--- src/ccr_params.svh ---
// constants for the channel configuration register bank
// assumes inclusion by ccr_pkg and the design files, 16-bit registers
`ifndef CCR_PARAMS_SVH
`define CCR_PARAMS_SVH

`define CCR_CH_BASE_ADDR   6'h10
`define CCR_CH0_RESET      16'h8001
`define CCR_CHX_RESET      16'h0001
`define CCR_RSV_MASK       16'hf3ff
`define CCR_EN_BIT         15
`define CCR_SETUP_HI       14
`define CCR_SETUP_LO       12
`define CCR_RSV_HI         11
`define CCR_RSV_LO         10
`define CCR_POS_HI         9
`define CCR_POS_LO         5
`define CCR_NEG_HI         4
`define CCR_NEG_LO         0
`define CCR_CMD_BITS       5'h08
`define CCR_DATA_BITS      5'h10
`define CCR_CMD_READ_BIT   6
`define CCR_CODE_AIN_MAX   5'h08
`define CCR_CODE_SUP_POS   5'h13
`define CCR_CODE_SUP_NEG   5'h14
`define CCR_CODE_REF_POS   5'h15
`define CCR_CODE_REF_NEG   5'h16

`endif

--- src/ccr_pkg.sv ---
// types shared by the channel register bank and its sequencer
// assumes ccr_params.svh sits in the same folder
`include "ccr_params.svh"

package ccr_pkg;

    typedef struct packed {
        logic       channel_active_bit;
        logic [2:0] setup_pointer;
        logic [1:0] reserved;
        logic [4:0] positive_input_select;
        logic [4:0] negative_input_select;
    } ccr_cfg_t;

    typedef struct packed {
        logic [2:0] setup_pointer;
        logic [4:0] positive_input_select;
        logic [4:0] negative_input_select;
        logic       buffers_required;
        logic       input_code_bad;
    } ccr_route_t;

    typedef enum logic [1:0] {
        ST_IDLE,
        ST_CMD,
        ST_DATA
    } ccr_port_state_t;

endpackage : ccr_pkg

--- src/ccr_sequencer.sv ---
// channel sequencer: picks the next enabled channel on each conversion end
// assumes i_advance is a one-cycle pulse from the conversion engine, same clock
`timescale 1ns/1ps
`include "ccr_params.svh"

module ccr_sequencer #(
    parameter int NUM_CH = 16,
    parameter int IW     = $clog2(NUM_CH)
) (
    input  wire logic              i_clk,
    input  wire logic              i_srst,
    input  wire logic              i_ce,
    input  wire logic [NUM_CH-1:0] i_enables,
    input  wire logic              i_advance,
    output logic      [IW-1:0]     o_index
);
    import ccr_pkg::*;

    logic [IW-1:0] idx_reg;
    logic [IW-1:0] idx_next;

    // ascending search from current+1 with wrap; holds when nothing enabled
    function automatic logic [IW-1:0] find_next(input logic [NUM_CH-1:0] en, input logic [IW-1:0] cur);
        logic [IW-1:0] r;
        logic          found;
        int            k;
        r     = cur;
        found = 1'b0;
        for (int s = 1; s <= NUM_CH; s++) begin
            k = (int'(cur) + s) % NUM_CH;
            if (!found && en[k]) begin
                r     = IW'(k);
                found = 1'b1;
            end
        end
        return r;
    endfunction : find_next

    always_comb begin
        idx_next = idx_reg;
        // a disabled current channel is left at once, not at the next conversion end
        if (i_advance || !i_enables[idx_reg]) begin
            idx_next = find_next(i_enables, idx_reg); // see RL3, see RL11
        end
    end

    always_ff @(posedge i_clk) begin
        if (i_srst) begin
            idx_reg <= '0;
        end else if (i_ce) begin
            idx_reg <= idx_next;
        end
    end

    assign o_index = idx_reg;

    a_seq_moves_on: assert property (@(posedge i_clk) disable iff (i_srst) // see RL3
        (i_ce && i_advance && i_enables[idx_reg] && ($countones(i_enables) > 1))
            |=> (idx_reg != $past(idx_reg)) && |($past(i_enables) & (NUM_CH'(1) << idx_reg)))
        else $error("sequencer did not step to another enabled channel");

    a_seq_ascending: assert property (@(posedge i_clk) disable iff (i_srst) // see RL11
        (i_ce && i_advance && i_enables[idx_reg] && (idx_reg != '1) && i_enables[idx_reg + 1'b1])
            |=> idx_reg == $past(idx_reg) + 1'b1)
        else $error("sequencer skipped the next higher enabled channel");

endmodule : ccr_sequencer

--- src/ccr_channel_bank.sv ---
// channel configuration register bank behind the serial register port
// assumes pins i_cs_n, i_sclk, i_din arrive unsynchronised; sclk idles high,
// data sampled on rising sclk, shifted out on falling sclk
//
// Function
// RL1: channel zero register, address 10h, reset 8001h
// RL2: bit 15 enables channel, set after reset
// RL3: several enabled channels are stepped through automatically
// RL4: bits 14:12 pick one of eight setups
// RL5: chosen setup applies setup, filter, offset, gain
// RL6: host writes same setup for shared use
// RL7: bits 11:10 reserved, read zero, not writable
// RL8: bits 9:5 select positive input, reset zero
// RL9: input codes: ain0-8, supply/5, reference
// RL10: bits 4:0 select negative input, reset one
// RL11: ascending channel order, wrapping to the lowest
`timescale 1ns/1ps
`include "ccr_params.svh"

module ccr_channel_bank #(
    parameter int NUM_CH = 16,
    parameter int IW     = $clog2(NUM_CH)
) (
    input  wire logic                i_clk,
    input  wire logic                i_srst,
    input  wire logic                i_ce,
    input  wire logic                i_cs_n,
    input  wire logic                i_sclk,
    input  wire logic                i_din,
    input  wire logic                i_conv_done,
    output logic                     o_dout,
    output logic [IW-1:0]            o_channel,
    output logic                     o_converting,
    output ccr_pkg::ccr_route_t      o_route
);
    import ccr_pkg::*;

    // pin synchronisers: 0 = cs_n, 1 = sclk, 2 = din
    logic [2:0] pin_in;
    logic [2:0] pin_clean;
    assign pin_in = {i_din, i_sclk, i_cs_n};

    genvar g;
    generate
        for (g = 0; g < 3; g++) begin : g_sync
            logic [2:0] sh_reg;
            logic       lvl_reg;
            always_ff @(posedge i_clk) begin
                if (i_srst) begin
                    sh_reg  <= 3'h7;
                    lvl_reg <= 1'b1;
                end else if (i_ce) begin
                    sh_reg <= {sh_reg[1:0], pin_in[g]};
                    // a change counts only once the second and third stage agree
                    if (sh_reg[1] == sh_reg[2]) begin
                        lvl_reg <= sh_reg[2];
                    end
                end
            end
            assign pin_clean[g] = lvl_reg;
        end
    endgenerate

    logic sclk_prev_reg;
    logic sclk_rise;
    logic sclk_fall;
    assign sclk_rise = pin_clean[1] && !sclk_prev_reg;
    assign sclk_fall = !pin_clean[1] && sclk_prev_reg;

    // serial port state
    ccr_port_state_t st_reg,   st_next;
    logic [4:0]      cnt_reg,  cnt_next;
    logic [15:0]     rx_reg,   rx_next;
    logic [15:0]     tx_reg,   tx_next;
    logic [5:0]      addr_reg, addr_next;
    logic            rd_reg,   rd_next;
    logic            dout_reg, dout_next;

    // register storage
    ccr_cfg_t        ch_reg  [NUM_CH];
    ccr_cfg_t        ch_next [NUM_CH];
    logic [NUM_CH-1:0] enables;
    logic            wr_stb;
    logic [IW-1:0]   wr_idx;
    logic            addr_hit;
    logic [15:0]     rd_data;
    logic [15:0]     rx_shifted;

    generate
        for (g = 0; g < NUM_CH; g++) begin : g_en
            assign enables[g] = ch_reg[g].channel_active_bit; // see RL2
        end
    endgenerate

    assign rx_shifted = {rx_reg[14:0], pin_clean[2]};
    assign addr_hit   = (addr_reg >= `CCR_CH_BASE_ADDR) &&
                        (32'(addr_reg - `CCR_CH_BASE_ADDR) < NUM_CH);
    assign wr_idx     = IW'(addr_reg - `CCR_CH_BASE_ADDR);

    always_comb begin
        rd_data = 16'h0000;
        // unmapped addresses read as zero
        if (rx_shifted[5:0] >= `CCR_CH_BASE_ADDR && 32'(rx_shifted[5:0] - `CCR_CH_BASE_ADDR) < NUM_CH) begin
            rd_data = ch_reg[IW'(rx_shifted[5:0] - `CCR_CH_BASE_ADDR)] & `CCR_RSV_MASK; // see RL7
        end
    end

    always_comb begin
        st_next   = st_reg;
        cnt_next  = cnt_reg;
        rx_next   = rx_reg;
        tx_next   = tx_reg;
        addr_next = addr_reg;
        rd_next   = rd_reg;
        dout_next = dout_reg;
        wr_stb    = 1'b0;
        if (pin_clean[0]) begin
            st_next   = ST_IDLE;
            cnt_next  = 5'h00;
            dout_next = 1'b1;
        end else begin
            if (st_reg == ST_IDLE) begin
                st_next = ST_CMD;
            end
            if (sclk_rise) begin
                rx_next  = rx_shifted;
                cnt_next = cnt_reg + 5'h01;
                case (st_reg)
                    ST_IDLE, ST_CMD: begin
                        if (cnt_reg + 5'h01 == `CCR_CMD_BITS) begin
                            addr_next = rx_shifted[5:0];
                            rd_next   = rx_shifted[`CCR_CMD_READ_BIT];
                            tx_next   = rd_data;
                            st_next   = ST_DATA;
                            cnt_next  = 5'h00;
                        end
                    end
                    ST_DATA: begin
                        if (cnt_reg + 5'h01 == `CCR_DATA_BITS) begin
                            wr_stb   = !rd_reg && addr_hit;
                            st_next  = ST_CMD;
                            cnt_next = 5'h00;
                        end
                    end
                    default: begin
                        st_next = ST_IDLE;
                    end
                endcase
            end
            if (sclk_fall && st_reg == ST_DATA && rd_reg) begin
                dout_next = tx_reg[15];
                tx_next   = {tx_reg[14:0], 1'b0};
            end
        end
    end

    always_comb begin
        for (int i = 0; i < NUM_CH; i++) begin
            ch_next[i] = ch_reg[i];
        end
        if (wr_stb) begin
            // reserved field is forced to zero whatever the host sends
            ch_next[wr_idx] = rx_shifted & `CCR_RSV_MASK; // see RL7, see RL4, see RL8, see RL10
        end
    end

    always_ff @(posedge i_clk) begin
        if (i_srst) begin
            st_reg        <= ST_IDLE;
            cnt_reg       <= 5'h00;
            rx_reg        <= 16'h0000;
            tx_reg        <= 16'h0000;
            addr_reg      <= 6'h00;
            rd_reg        <= 1'b0;
            dout_reg      <= 1'b1;
            sclk_prev_reg <= 1'b1;
            ch_reg[0]     <= `CCR_CH0_RESET; // see RL1, see RL2
            for (int i = 1; i < NUM_CH; i++) begin
                ch_reg[i] <= `CCR_CHX_RESET;
            end
        end else if (i_ce) begin
            st_reg        <= st_next;
            cnt_reg       <= cnt_next;
            rx_reg        <= rx_next;
            tx_reg        <= tx_next;
            addr_reg      <= addr_next;
            rd_reg        <= rd_next;
            dout_reg      <= dout_next;
            sclk_prev_reg <= pin_clean[1];
            for (int i = 0; i < NUM_CH; i++) begin
                ch_reg[i] <= ch_next[i];
            end
        end
    end

    // sequencing and routing to the conversion engine
    logic [IW-1:0] seq_idx;
    ccr_sequencer #(
        .NUM_CH (NUM_CH),
        .IW     (IW)
    ) u_seq (
        .i_clk     (i_clk),
        .i_srst    (i_srst),
        .i_ce      (i_ce),
        .i_enables (enables),
        .i_advance (i_conv_done), // see RL3
        .o_index   (seq_idx)
    );

    ccr_cfg_t   cur_cfg;
    ccr_route_t route_next;
    ccr_route_t route_reg;
    logic [IW-1:0] chan_reg;
    logic       conv_reg;
    assign cur_cfg = ch_reg[seq_idx];

    // true when a code names a real input
    function automatic logic code_ok(input logic [4:0] c);
        return (c <= `CCR_CODE_AIN_MAX) || (c >= `CCR_CODE_SUP_POS && c <= `CCR_CODE_REF_NEG); // see RL9
    endfunction : code_ok

    function automatic logic needs_buf(input logic [4:0] c);
        return (c == `CCR_CODE_SUP_POS) || (c == `CCR_CODE_SUP_NEG); // see RL9
    endfunction : needs_buf

    always_comb begin
        // setup index selects setup, filter, offset and gain as one group
        route_next.setup_pointer         = cur_cfg.setup_pointer; // see RL5, see RL4
        route_next.positive_input_select = cur_cfg.positive_input_select; // see RL8
        route_next.negative_input_select = cur_cfg.negative_input_select; // see RL10
        route_next.buffers_required      = needs_buf(cur_cfg.positive_input_select) ||
                                           needs_buf(cur_cfg.negative_input_select);
        route_next.input_code_bad        = !code_ok(cur_cfg.positive_input_select) ||
                                           !code_ok(cur_cfg.negative_input_select);
    end

    always_ff @(posedge i_clk) begin
        if (i_srst) begin
            route_reg <= '0;
            chan_reg  <= '0;
            conv_reg  <= 1'b0;
        end else if (i_ce) begin
            route_reg <= route_next;
            chan_reg  <= seq_idx;
            conv_reg  <= |enables;
        end
    end

    assign o_route      = route_reg;
    assign o_channel    = chan_reg;
    assign o_converting = conv_reg;
    assign o_dout       = dout_reg;

    a_reset_value: assert property (@(posedge i_clk) // see RL1
        i_srst |=> (ch_reg[0] == 16'h8001) && o_dout)
        else $error("channel zero register not at reset value");

    a_reserved_zero: assert property (@(posedge i_clk) disable iff (i_srst) // see RL7
        (i_ce && st_reg != ST_DATA && st_next == ST_DATA) |=> (tx_reg[11:10] == 2'b00) && (ch_reg[0][11:10] == 2'b00))
        else $error("reserved bits not zero");

    a_write_lands: assert property (@(posedge i_clk) disable iff (i_srst) // see RL4
        (i_ce && wr_stb) |=> ch_reg[$past(wr_idx)] == ($past(rx_shifted) & 16'hf3ff))
        else $error("register write did not land");

    a_enable_drives: assert property (@(posedge i_clk) disable iff (i_srst) // see RL2
        i_ce |=> o_converting == $past(|enables))
        else $error("converting flag does not follow enable bits");

    a_route_follows: assert property (@(posedge i_clk) disable iff (i_srst) // see RL5
        i_ce |=> (o_route.setup_pointer == $past(cur_cfg.setup_pointer)) &&
                 (o_channel == $past(seq_idx)))
        else $error("setup routing does not follow current channel");

    a_pos_neg_route: assert property (@(posedge i_clk) disable iff (i_srst) // see RL8
        i_ce |=> (o_route.positive_input_select == $past(cur_cfg.positive_input_select)) &&
                 (o_route.negative_input_select == $past(cur_cfg.negative_input_select)))
        else $error("input routing does not follow current channel");

    a_buffer_flag: assert property (@(posedge i_clk) disable iff (i_srst) // see RL9
        (i_ce && (cur_cfg.positive_input_select == 5'h13)) |=> o_route.buffers_required)
        else $error("supply divider selected without buffer request");

    a_neg_reset: assert property (@(posedge i_clk) // see RL10
        (i_srst ##1 (!i_srst && i_ce)) |=> (o_route.negative_input_select == 5'h01))
        else $error("negative input select not one after reset");

endmodule : ccr_channel_bank

--- config.mk ---
export PLATFORM = sky130hd
export DESIGN_NAME = ccr_channel_bank
export DESIGN_NICKNAME = d
export VERILOG_FILES = /design/src/ccr_pkg.sv /design/src/ccr_sequencer.sv /design/src/ccr_channel_bank.sv
export VERILOG_INCLUDE_DIRS = /design/src
export SDC_FILE = /design/constraint.sdc
export NUM_CORES = 1
export LEC_CHECK = 0
export BUFFER_PORTS_ARGS = -buffer_cell sky130_fd_sc_hd__buf_2
export CAP_MARGIN = 20
export CORE_MARGIN = 4
export CORE_UTILIZATION = 55
export DETAILED_ROUTE_END_ITERATION = 6
export PLACE_DENSITY = 0.71
export SYNTH_ARGS = -nofsm -noshare
export SYNTH_HDL_FRONTEND = slang
export SYNTH_SLANG_ARGS = --single-unit
export TNS_END_PERCENT = 50
--- constraint.sdc ---
create_clock -name i_clk -period 26.6 [get_ports i_clk]
set_clock_uncertainty 0.15 [all_clocks]
set_input_delay 2.66 -clock i_clk [delete_from_list [all_inputs] [get_ports i_clk]]
set_output_delay 2.66 -clock i_clk [all_outputs]
set_load 0.03 [all_outputs]
# [After elaboration in Yosys (flattened, before gate mapping)]
# Memory sizes are Yosys's and may differ from the RTL's. A register that Yosys moved wholly into a read port is not among the register bits.
# Cells that the tools add are included.
[word_totals] ff_bits=83 mem_bits_rw=256 in_bits=7 output_inout_bits=21 wordCells=350 memories=1
[classes] n_addsub=21 n_lt_le_gt_ge=29 eq_ne=11 mux=145 bitwise=34 n_reduce_logical=87
[mem_list] memory="ch_reg" depth=16 word_bits=16 read_ports=18 rd_ports_with_merged_regs=1 wr=16 line_no="ccr_channel_bank.sv:80" rtl="ccr_cfg_t ch_reg [NUM_CH];"
[ops] cell="16-bit two-way mux" count=22
[ops] cell="256-bit bitwise mux" count=1
[ops] cell="256-bit two-way mux" count=1
[ops] cell="5-bit by 6-bit < comparator with 1-bit output, second input constant" count=16
[ops] cell="1-bit two-way mux" count=74
[ops] cell="4-bit two-way mux" count=18
[ops] cell="1-bit binary-select mux with 4-bit select" count=17
[ops] cell="16-bit demux with 4-bit select" count=1
[ops] cell="32-bit by 5-bit < comparator with 1-bit output, second input constant" count=2
[ops] cell="4-bit OR reduction" count=16
[ops] cell="4-bit adder, second input constant" count=8
[ops] cell="5-bit equality test, second input constant" count=5
[ops] cell="1-bit logical AND" count=25
[ops] cell="1-bit logical NOT" count=21
[ops] cell="5-bit two-way mux" count=4
[ops] cell="4-bit by 3-bit adder with 4-bit output, second input constant" count=4
[ops] cell="1-bit bitwise AND, first input constant" count=16
[ops] cell="1-bit bitwise OR" count=16
[ops] cell="16-bit nonzero test" count=1
[ops] cell="16-bit OR reduction" count=1
[ops] cell="5-bit >= comparator, second input constant" count=3
[ops] cell="6-bit by 5-bit subtractor with 7-bit output, second input constant" count=2
[ops] cell="6-bit by 5-bit >= comparator with 1-bit output, second input constant" count=2
[ops] cell="5-bit by 4-bit less-or-equal comparator with 1-bit output, second input constant" count=2
[ops] cell="other kinds (23)" count=49

# [Depth between registers and ports, before layout]
# Gate-level depths: netlist of the first run.
[depth] ltp_word=70 ltp_mapped=15 ltp_nobuf=11

# [Cells and area by module]
# A second synthesis of the first run with hierarchy kept.
[unflattened] hier_cells=1927 area_unflattened_um2=19195.9
[modules_own_cells] module="ccr_channel_bank" n_inst=1 cells_per_inst=1649 area_each_um2=16713.5 seq_area_each_um2=8308.0
[modules_own_cells] module="ccr_sequencer" n_inst=1 cells_per_inst=278 area_each_um2=2482.4 seq_area_each_um2=80.1

# [Worst setup path before layout of the first run]
# No wires, ideal clock.
[synth_path] path_type="input port to flip-flop" from="input port i_ce" to="memory ch_reg[0][0] (netlist name), enable pin" setup_ns=0.833 t_arrival_ns=13.538 required_time_ns=25.617 setup_slack_ns=12.080 stages=7 path_buffers=1 path_cell_list="clkbuf_1 -> clkinv_1 -> nor2_1 -> nand2_1 -> nor2_1 -> nand3_1 -> o21ai_0"
[synth_rtl] item="from (decl)" line_no="ccr_channel_bank.sv:26" rtl="input wire logic i_ce,"
[synth_rtl] item="to (decl)" line_no="ccr_channel_bank.sv:80"

==> impl_metrics.ini, run 1 <==
[job]
drv_cap = 0

[detailed_routing]
first_iter_violations = 2289
wl_per_cell_um = 24.8
routed_wl_mm = 57.2
num_vias = 15637
dr.pass1.iters = 6
vias_per_cell = 6.78
drc = 0
ant_nets = 0

[clock_tree]
post_cts_buffers = 0
htree_levels = 2
cts_tree = built
clk_path_buf_depth = 3
cts-hold-fix-buffers = 0
clk_pin_slew_ns = 0.06
cts_made_buffers = 36
cts_root_buffer = clkbuf_16
insertion_delay_ns = 0.53
ctsResizeCount = 0
clock-sinks = 311

[critical_path]
cp.required_ns = 26.63
end_kind = flop
crit_start = i_ce
r2r_cells = 11
cp_max_fo = 56
rrSetupSlack_ns = 21.77
rr_startpoint = u_seq.o_index[1]
crit_end = ch_reg[10][8]
path_class = input port to flop
critPathLaunchType = input port
arrival_ns = 5.78

[timing]
slew_headroom = 0.221
slew_viol_final = 0
fmax_mhz = 174
finalCriticalPeriod_ns = 5.75
finalSetupTns_ns = 0
final-setup-viol-count = 0
fin_crit_sh = 0.216
worst_pin_slew_ns = 1.17
hold_viol_final = 0
rsz0062_at_grt = false

[power]
power.density_mw_per_mm2 = 78.2
leakagePower_nw = 7.05
ir_drop_mv = 0.0575

[yosys]
syn_area_mm2 = 0.0190
ys.flop_type = edfxtp_1
synth_fa_ha_area_frac = 0.00592
avgSynthCellArea_um2 = 9.99
synth_top_family_by_area = multiplexers
synthArstFlopShare = 0
synthMuxAreaShare = 0.218
synth_simple_gate_area_frac = 0.167
synth_compound_area_frac = 0.119
synth_xor_area_frac = 0.00730
synth-seq-cells = 311
syn_inst = 1904
seq_area_frac_synth = 0.445
synth-edff-count = 224
synth_cell_types = 72
synthesis.nets = 1920
ys.warnings.count = 0

[placement]
gp_congestion = 0.922
place_area_mm2 = 0.0194
dp_hpwl_mm = 34.2
port_buffers = 27
place_inst = 2239

[layout]
nNetsFinal = 1849
largest_reg_flops = 224
final_cells = 2307
drive_gt1_frac = 0.160
diodes = 0
fin_area_mm2 = 0.0206
syn2layout_area_growth_pct = 8.26

[floorplan]
initial_core_util = 0.563
die_w_um = 194
core.rowCount = 67
core_mm2 = 0.0338
dieArea_mm2 = 0.0376
die_h_um = 194
boundaryPins = 28

[grt]
grt_overflow = 0
grt_pass1_vias = 14773
grt_pass1_wl_mm = 87.6
grt_use_total = 0.295
grt_antenna_before_repair = 0
grt_max_degree = 141

[run_status]
status = finished, final reports clean

[worst_hold_path]
hold_class = flop to flop
-- cell type report --
cell class,instances,area (um^2)
inverters,17,63.8
multi-input cells,1412,9970
repair buffers,55,408
clock buffers,52,1020
flip-flops and latches,311,8480
well taps,448,561
fillers,2753,13200
clock inverters,12,92.6
-- cells by family after synthesis --
logic type / count (synthesis)
AO/OA/AOI/OAI: 395
XOR/XNOR: 15
adder cells (fa/ha/maj): 9
buffers and inverters: 181
flip-flops: 311
multiplexers: 227
AND/OR/NAND/NOR: 766
-- cells in the mapped netlist, types with 3 or more instances --
master    count  share of area
a21oi_1     282          0.074
o211ai_1      4         0.0016
a211oi_1     19         0.0075
edfxtp_1    224           0.35
buf_1        15         0.0030
xnor2_1      10         0.0046
a22oi_1       5         0.0020
nand4_1       4         0.0013
ha_1          9         0.0059
o21ai_0      18         0.0047
o22ai_1       7         0.0023
a21boi_0      3         0.0012
inv_1        14         0.0028
mux4_2      141           0.17
nor4_1        7         0.0023
clkbuf_1    134          0.026
nor3_1       33         0.0087
and2_1        5         0.0016
mux2i_1      69          0.036
nand3_1      42          0.011
a221oi_1     15         0.0069
o21ai_1       4         0.0011
mux2_2        9         0.0053
nand2_1     542           0.11
xor2_1        4         0.0018
nor2b_1      21         0.0069
o31ai_1       4         0.0016
dfxtp_1      87          0.092
nand2b_1     10         0.0033
mux4_1        6         0.0083
a31oi_1       7         0.0023
nor2_1       90          0.018
buf_2        13         0.0034
-- metrics by stage --
step	worst slack, ns	total power [mW]	hold slack, ns	utilization
after global routing	20.51	1.68	0.327	0.609
after floorplan	12.08	1.01	0.280	-
after detailed placement	20.12	1.13	0.297	0.575
after global placement	20.22	1.13	0.290	0.574
after CTS	20.64	1.60	0.305	0.607
final	20.85	1.61	0.304	0.609
-- metal layers --
layer  vias to the layer above  global-route usage  part of all wire
met5                         -                   0                 0
met1                      7607               0.409              0.37
met3                       166              0.0686              0.13
met4                         0               0.106             0.040
met2                      1037               0.461              0.46
li1                       6827                   -                 -
-- report_power, final --
part	switching, mW	total (mW)	internal, mW
Combinational	0.333	0.561	0.229
Sequential	0.0276	0.578	0.550
Clock	0.202	0.471	0.268
-- layout by cell type (no fill, tap or decap), types with 9 or more instances in the layout --
cell type	instances
inv_1	14
a21oi_1	282
ha_1	9
nor3_1	26
mux2i_1	69
clkbuf_1	9
buf_2	26
a221oi_1	15
nor2b_1	21
nor2_1	81
mux2_2	9
dfxtp_1	81
nand2_1	541
o21ai_0	16
mux4_2	141
buf_4	24
xnor2_1	10
nand3_1	42
nand2b_1	10
a211oi_1	19
edfxtp_1	224
nor2_2	9
clkbuf_16	37
-- worst max-delay path, cell delays in order --
cell and delay (ns):
buf_2 0.08, buf_4 0.48, clkinv_1 0.41, nor2_1 0.27, nand2_1 0.40, nor2_1 0.27, nand3_1 0.22, o21ai_4 0.17
buf_4 0.39, buf_16 0.30
-- how the worst min path moves through the flow --
stage                        start             endpoint  slack (ns)  depth (start not counted)
3_3_place_gp   g_sync[1].sh_reg[2]  g_sync[1].sh_reg[2]        0.29                          2
3_5_place_dp            rx_reg[10]           rx_reg[10]        0.30                          2
2_1_floorplan  g_sync[0].sh_reg[2]  g_sync[0].sh_reg[2]        0.28                          2
5_1_grt                  tx_reg[0]            tx_reg[0]        0.33                          2
6_report                rx_reg[10]           rx_reg[10]        0.30                          2
4_1_cts                 rx_reg[10]           rx_reg[10]        0.30                          2
Power figures use the tool's default switching activity.
==> run 2, diff against run 1 <==
--- a/config.mk
+++ b/config.mk
@@ -6,6 +6,7 @@
 export SDC_FILE = /design/constraint.sdc
 export NUM_CORES = 1
 export LEC_CHECK = 0
+export ABC_AREA = 1
 export BUFFER_PORTS_ARGS = -buffer_cell sky130_fd_sc_hd__buf_2
 export CAP_MARGIN = 20
 export CORE_MARGIN = 4
==> constraint.sdc (replaced) <==
create_clock -name i_clk -period 5.3 [get_ports i_clk]
set_clock_uncertainty 0.15 [all_clocks]
set_input_delay 0.53 -clock i_clk [delete_from_list [all_inputs] [get_ports i_clk]]
set_output_delay 0.53 -clock i_clk [all_outputs]
set_load 0.03 [all_outputs]
==> run 2 against run 1 <==
  * Non-clock buffer count increased by 23
  * Final area shrank 3.2%
  * Synthesized cell count grew 26%
  * Utilization about the same
  * Cell count is 21% higher
  * Count of clock-buffer cells in the layout up 3
  * Highest routed layer unchanged
  * Sequential power rose to 5.1 times the previous value
==> impl_metrics.ini, run 2 <==
[yosys]
synth_most_common_cell = o21ai_0
synth-edff-count = 224
syn_area_mm2 = 0.0183
ys.flop_type = edfxtp_1
synthArstFlopShare = 0
synth_common_cells = o21ai_0, a21oi_1, nor2_1
ys.warnings.count = 0
synthesis.nets = 2409
yosys.area.top_type_share = 0.367
synth_cell_types = 41
seq_area_frac_synth = 0.462
synthTopCellsByArea = edfxtp_1, o21ai_0, a21oi_1
syn_inst = 2393
avgSynthCellArea_um2 = 7.66
synth-seq-cells = 311
synth_top_cell_by_area = edfxtp_1

[layout]
final_common_cell = o21ai_0
final_cell_mix = o21ai_0, a21oi_1, nor2_1
fillers = 2983
nNetsFinal = 2329
syn2layout_area_growth_pct = 8.83
drive_gt1_frac = 0.0756
diodes = 0
largest_reg_flops = 224
final_cells = 2783

[timing]
final-setup-viol-count = 0
worst_pin_slew_ns = 1.07
fmax_mhz = 262
slew_headroom = 0.287
finalCriticalPeriod_ns = 3.82
finalSetupTns_ns = 0
rsz0062_at_grt = false
fin_crit_sh = 0.721
hold_viol_final = 0
slew_viol_final = 0
finalWorstSetupSlack_ns = 1.48

[clock_tree]
clk_path_buf_depth = 3
cts_root_buffer = clkbuf_16
post_cts_buffers = 0
clock-sinks = 311
cts_tree = built
insertion_delay_ns = 0.55
cts_made_buffers = 36
ctsResizeCount = 0
cts-hold-fix-buffers = 0
clk_pin_slew_ns = 0.06
htree_levels = 2

[floorplan]
dieArea_mm2 = 0.0363
core.rowCount = 66
boundaryPins = 28
die_h_um = 191
initial_core_util = 0.560
die_w_um = 191
core_mm2 = 0.0327

[critical_path]
path_class = flop to flop
rrSetupSlack_ns = 1.48
cp_max_fo = 22
arrival_ns = 4.07
critPathLaunchType = flop
end_kind = flop
cp.required_ns = 5.55

[run_status]
status = finished, final reports clean

[placement]
dp_worst_setup_slack_ns = 1.52
dp_hpwl_mm = 36.1
gp_congestion = 0.928
port_buffers = 27
place_inst = 2715

[power]
switching_share = 0.409
internal_power_mw = 5.12
power.density_mw_per_mm2 = 434
seq_power_share = 0.337
switchingPower_mw = 3.54
p_comb_frac = 0.385
ir_drop_mv = 0.283
leakagePower_nw = 7.57
pwr-share-clk = 0.278

[detailed_routing]
drc = 0
ant_nets = 0
dr.pass1.iters = 7
num_vias = 17761
routed_wl_mm = 59.5
wl_per_cell_um = 21.4
vias_per_cell = 6.38
first_iter_violations = 2191

[grt]
grt_pass1_wl_mm = 92.6
grt_max_degree = 121
grt_antenna_before_repair = 0
grt_overflow = 0
grt_pass1_vias = 16466
grt_use_total = 0.321

[worst_hold_path]
hold_class = input port to flop

[job]
drv_cap = 0
run 2: changes by cell type after synthesis, moves of 26 or more:
cell / previous run / this run
o21ai_0: 18 / 588
mux2i_1: 69 / 0
nor2_1: 90 / 240
a21oi_1: 282 / 379
nand2_1: 542 / 223
inv_1: 14 / 163
clkbuf_1: 134 / 178
nand3_1: 42 / 111
nor3_1: 33 / 7
mux4_2: 141 / 0
run 2: power groups by stage:
stage | Combinational (mW) | Sequential [mW] | Clock (mW)
floorplan | 2.32 | 2.95 | 0
global placement | 3.25 | 2.96 | 0
detailed placement | 3.28 | 2.96 | 0
CTS | 3.29 | 2.91 | 2.43
global route | 3.73 | 2.94 | 2.53
finish | 3.33 | 2.92 | 2.41
run 2: worst max-delay path: stages, from the launching register on:
cell,delay (ns)
dfxtp_1,0.30
buf_4,0.24
inv_2,0.21
ha_1,0.29
xnor2_1,0.65
nand3_1,0.15
nand2_1,0.16
nand2_1,0.07
nand2_2,0.12
nor2_4,0.05
nand2_2,0.07
nor2_4,0.04
nand3_2,0.09
nor2_1,0.11
inv_1,0.10
nand4_1,0.10
nor3b_1,0.36
nand3_2,0.16
o21ai_1,0.18
a21oi_1,0.06
run 2: logic make-up after synthesis:
family | share of synthesized area
XOR/XNOR | 0.00519
AND/OR/NAND/NOR | 0.139
buffers and inverters | 0.0787
flip-flops | 0.462
AO/OA/AOI/OAI | 0.309
adder cells (fa/ha/maj) | 0.00615
run 2: worst paths after layout:
path | cells past startpoint | start | endpoint
setup / recovery | 19 | u_seq.o_index[0] | flop
hold / removal | 3 | i_cs_n | g_sync[0].sh_reg[0]
setup reg to reg | 19 | u_seq.o_index[0] | flop
hold reg to reg | 2 | g_sync[2].sh_reg[0] | g_sync[2].sh_reg[0]
run 2: area by class of cell:
class | count | area [um^2] | share of cell area
clock buffer | 55 | 1040 | 0.0524
clock inverter | 11 | 90.1 | 0.00452
inverter | 178 | 669 | 0.0336
multi-input combinational | 1708 | 8470 | 0.425
sequential | 311 | 8480 | 0.425
tap | 442 | 553 | 0.0277
timing repair buffer | 78 | 628 | 0.0315
run 2: layer usage:
| metal | share of wire | GRT usage | vias up |
|---|---|---|---|
| met2 | 0.45 | 0.501 | 1020 |
| met4 | 0.047 | 0.143 | 0 |
| met5 | 0 | 0 | - |
| met1 | 0.40 | 0.444 | 8220 |
| met3 | 0.10 | 0.0522 | 199 |
| li1 | - | - | 8322 |
run 2: metrics by stage:
stage	util	hold WS, ns	total power [mW]	cell area [um^2]
finish	0.610	0.0434	8.66	19900
CTS	0.608	0.0310	8.63	19900
detailed placement	0.573	0.299	6.24	18700
global route	0.610	0.0539	9.20	19900
global placement	0.572	0.290	6.20	18700
floorplan	-	0.279	5.27	18300
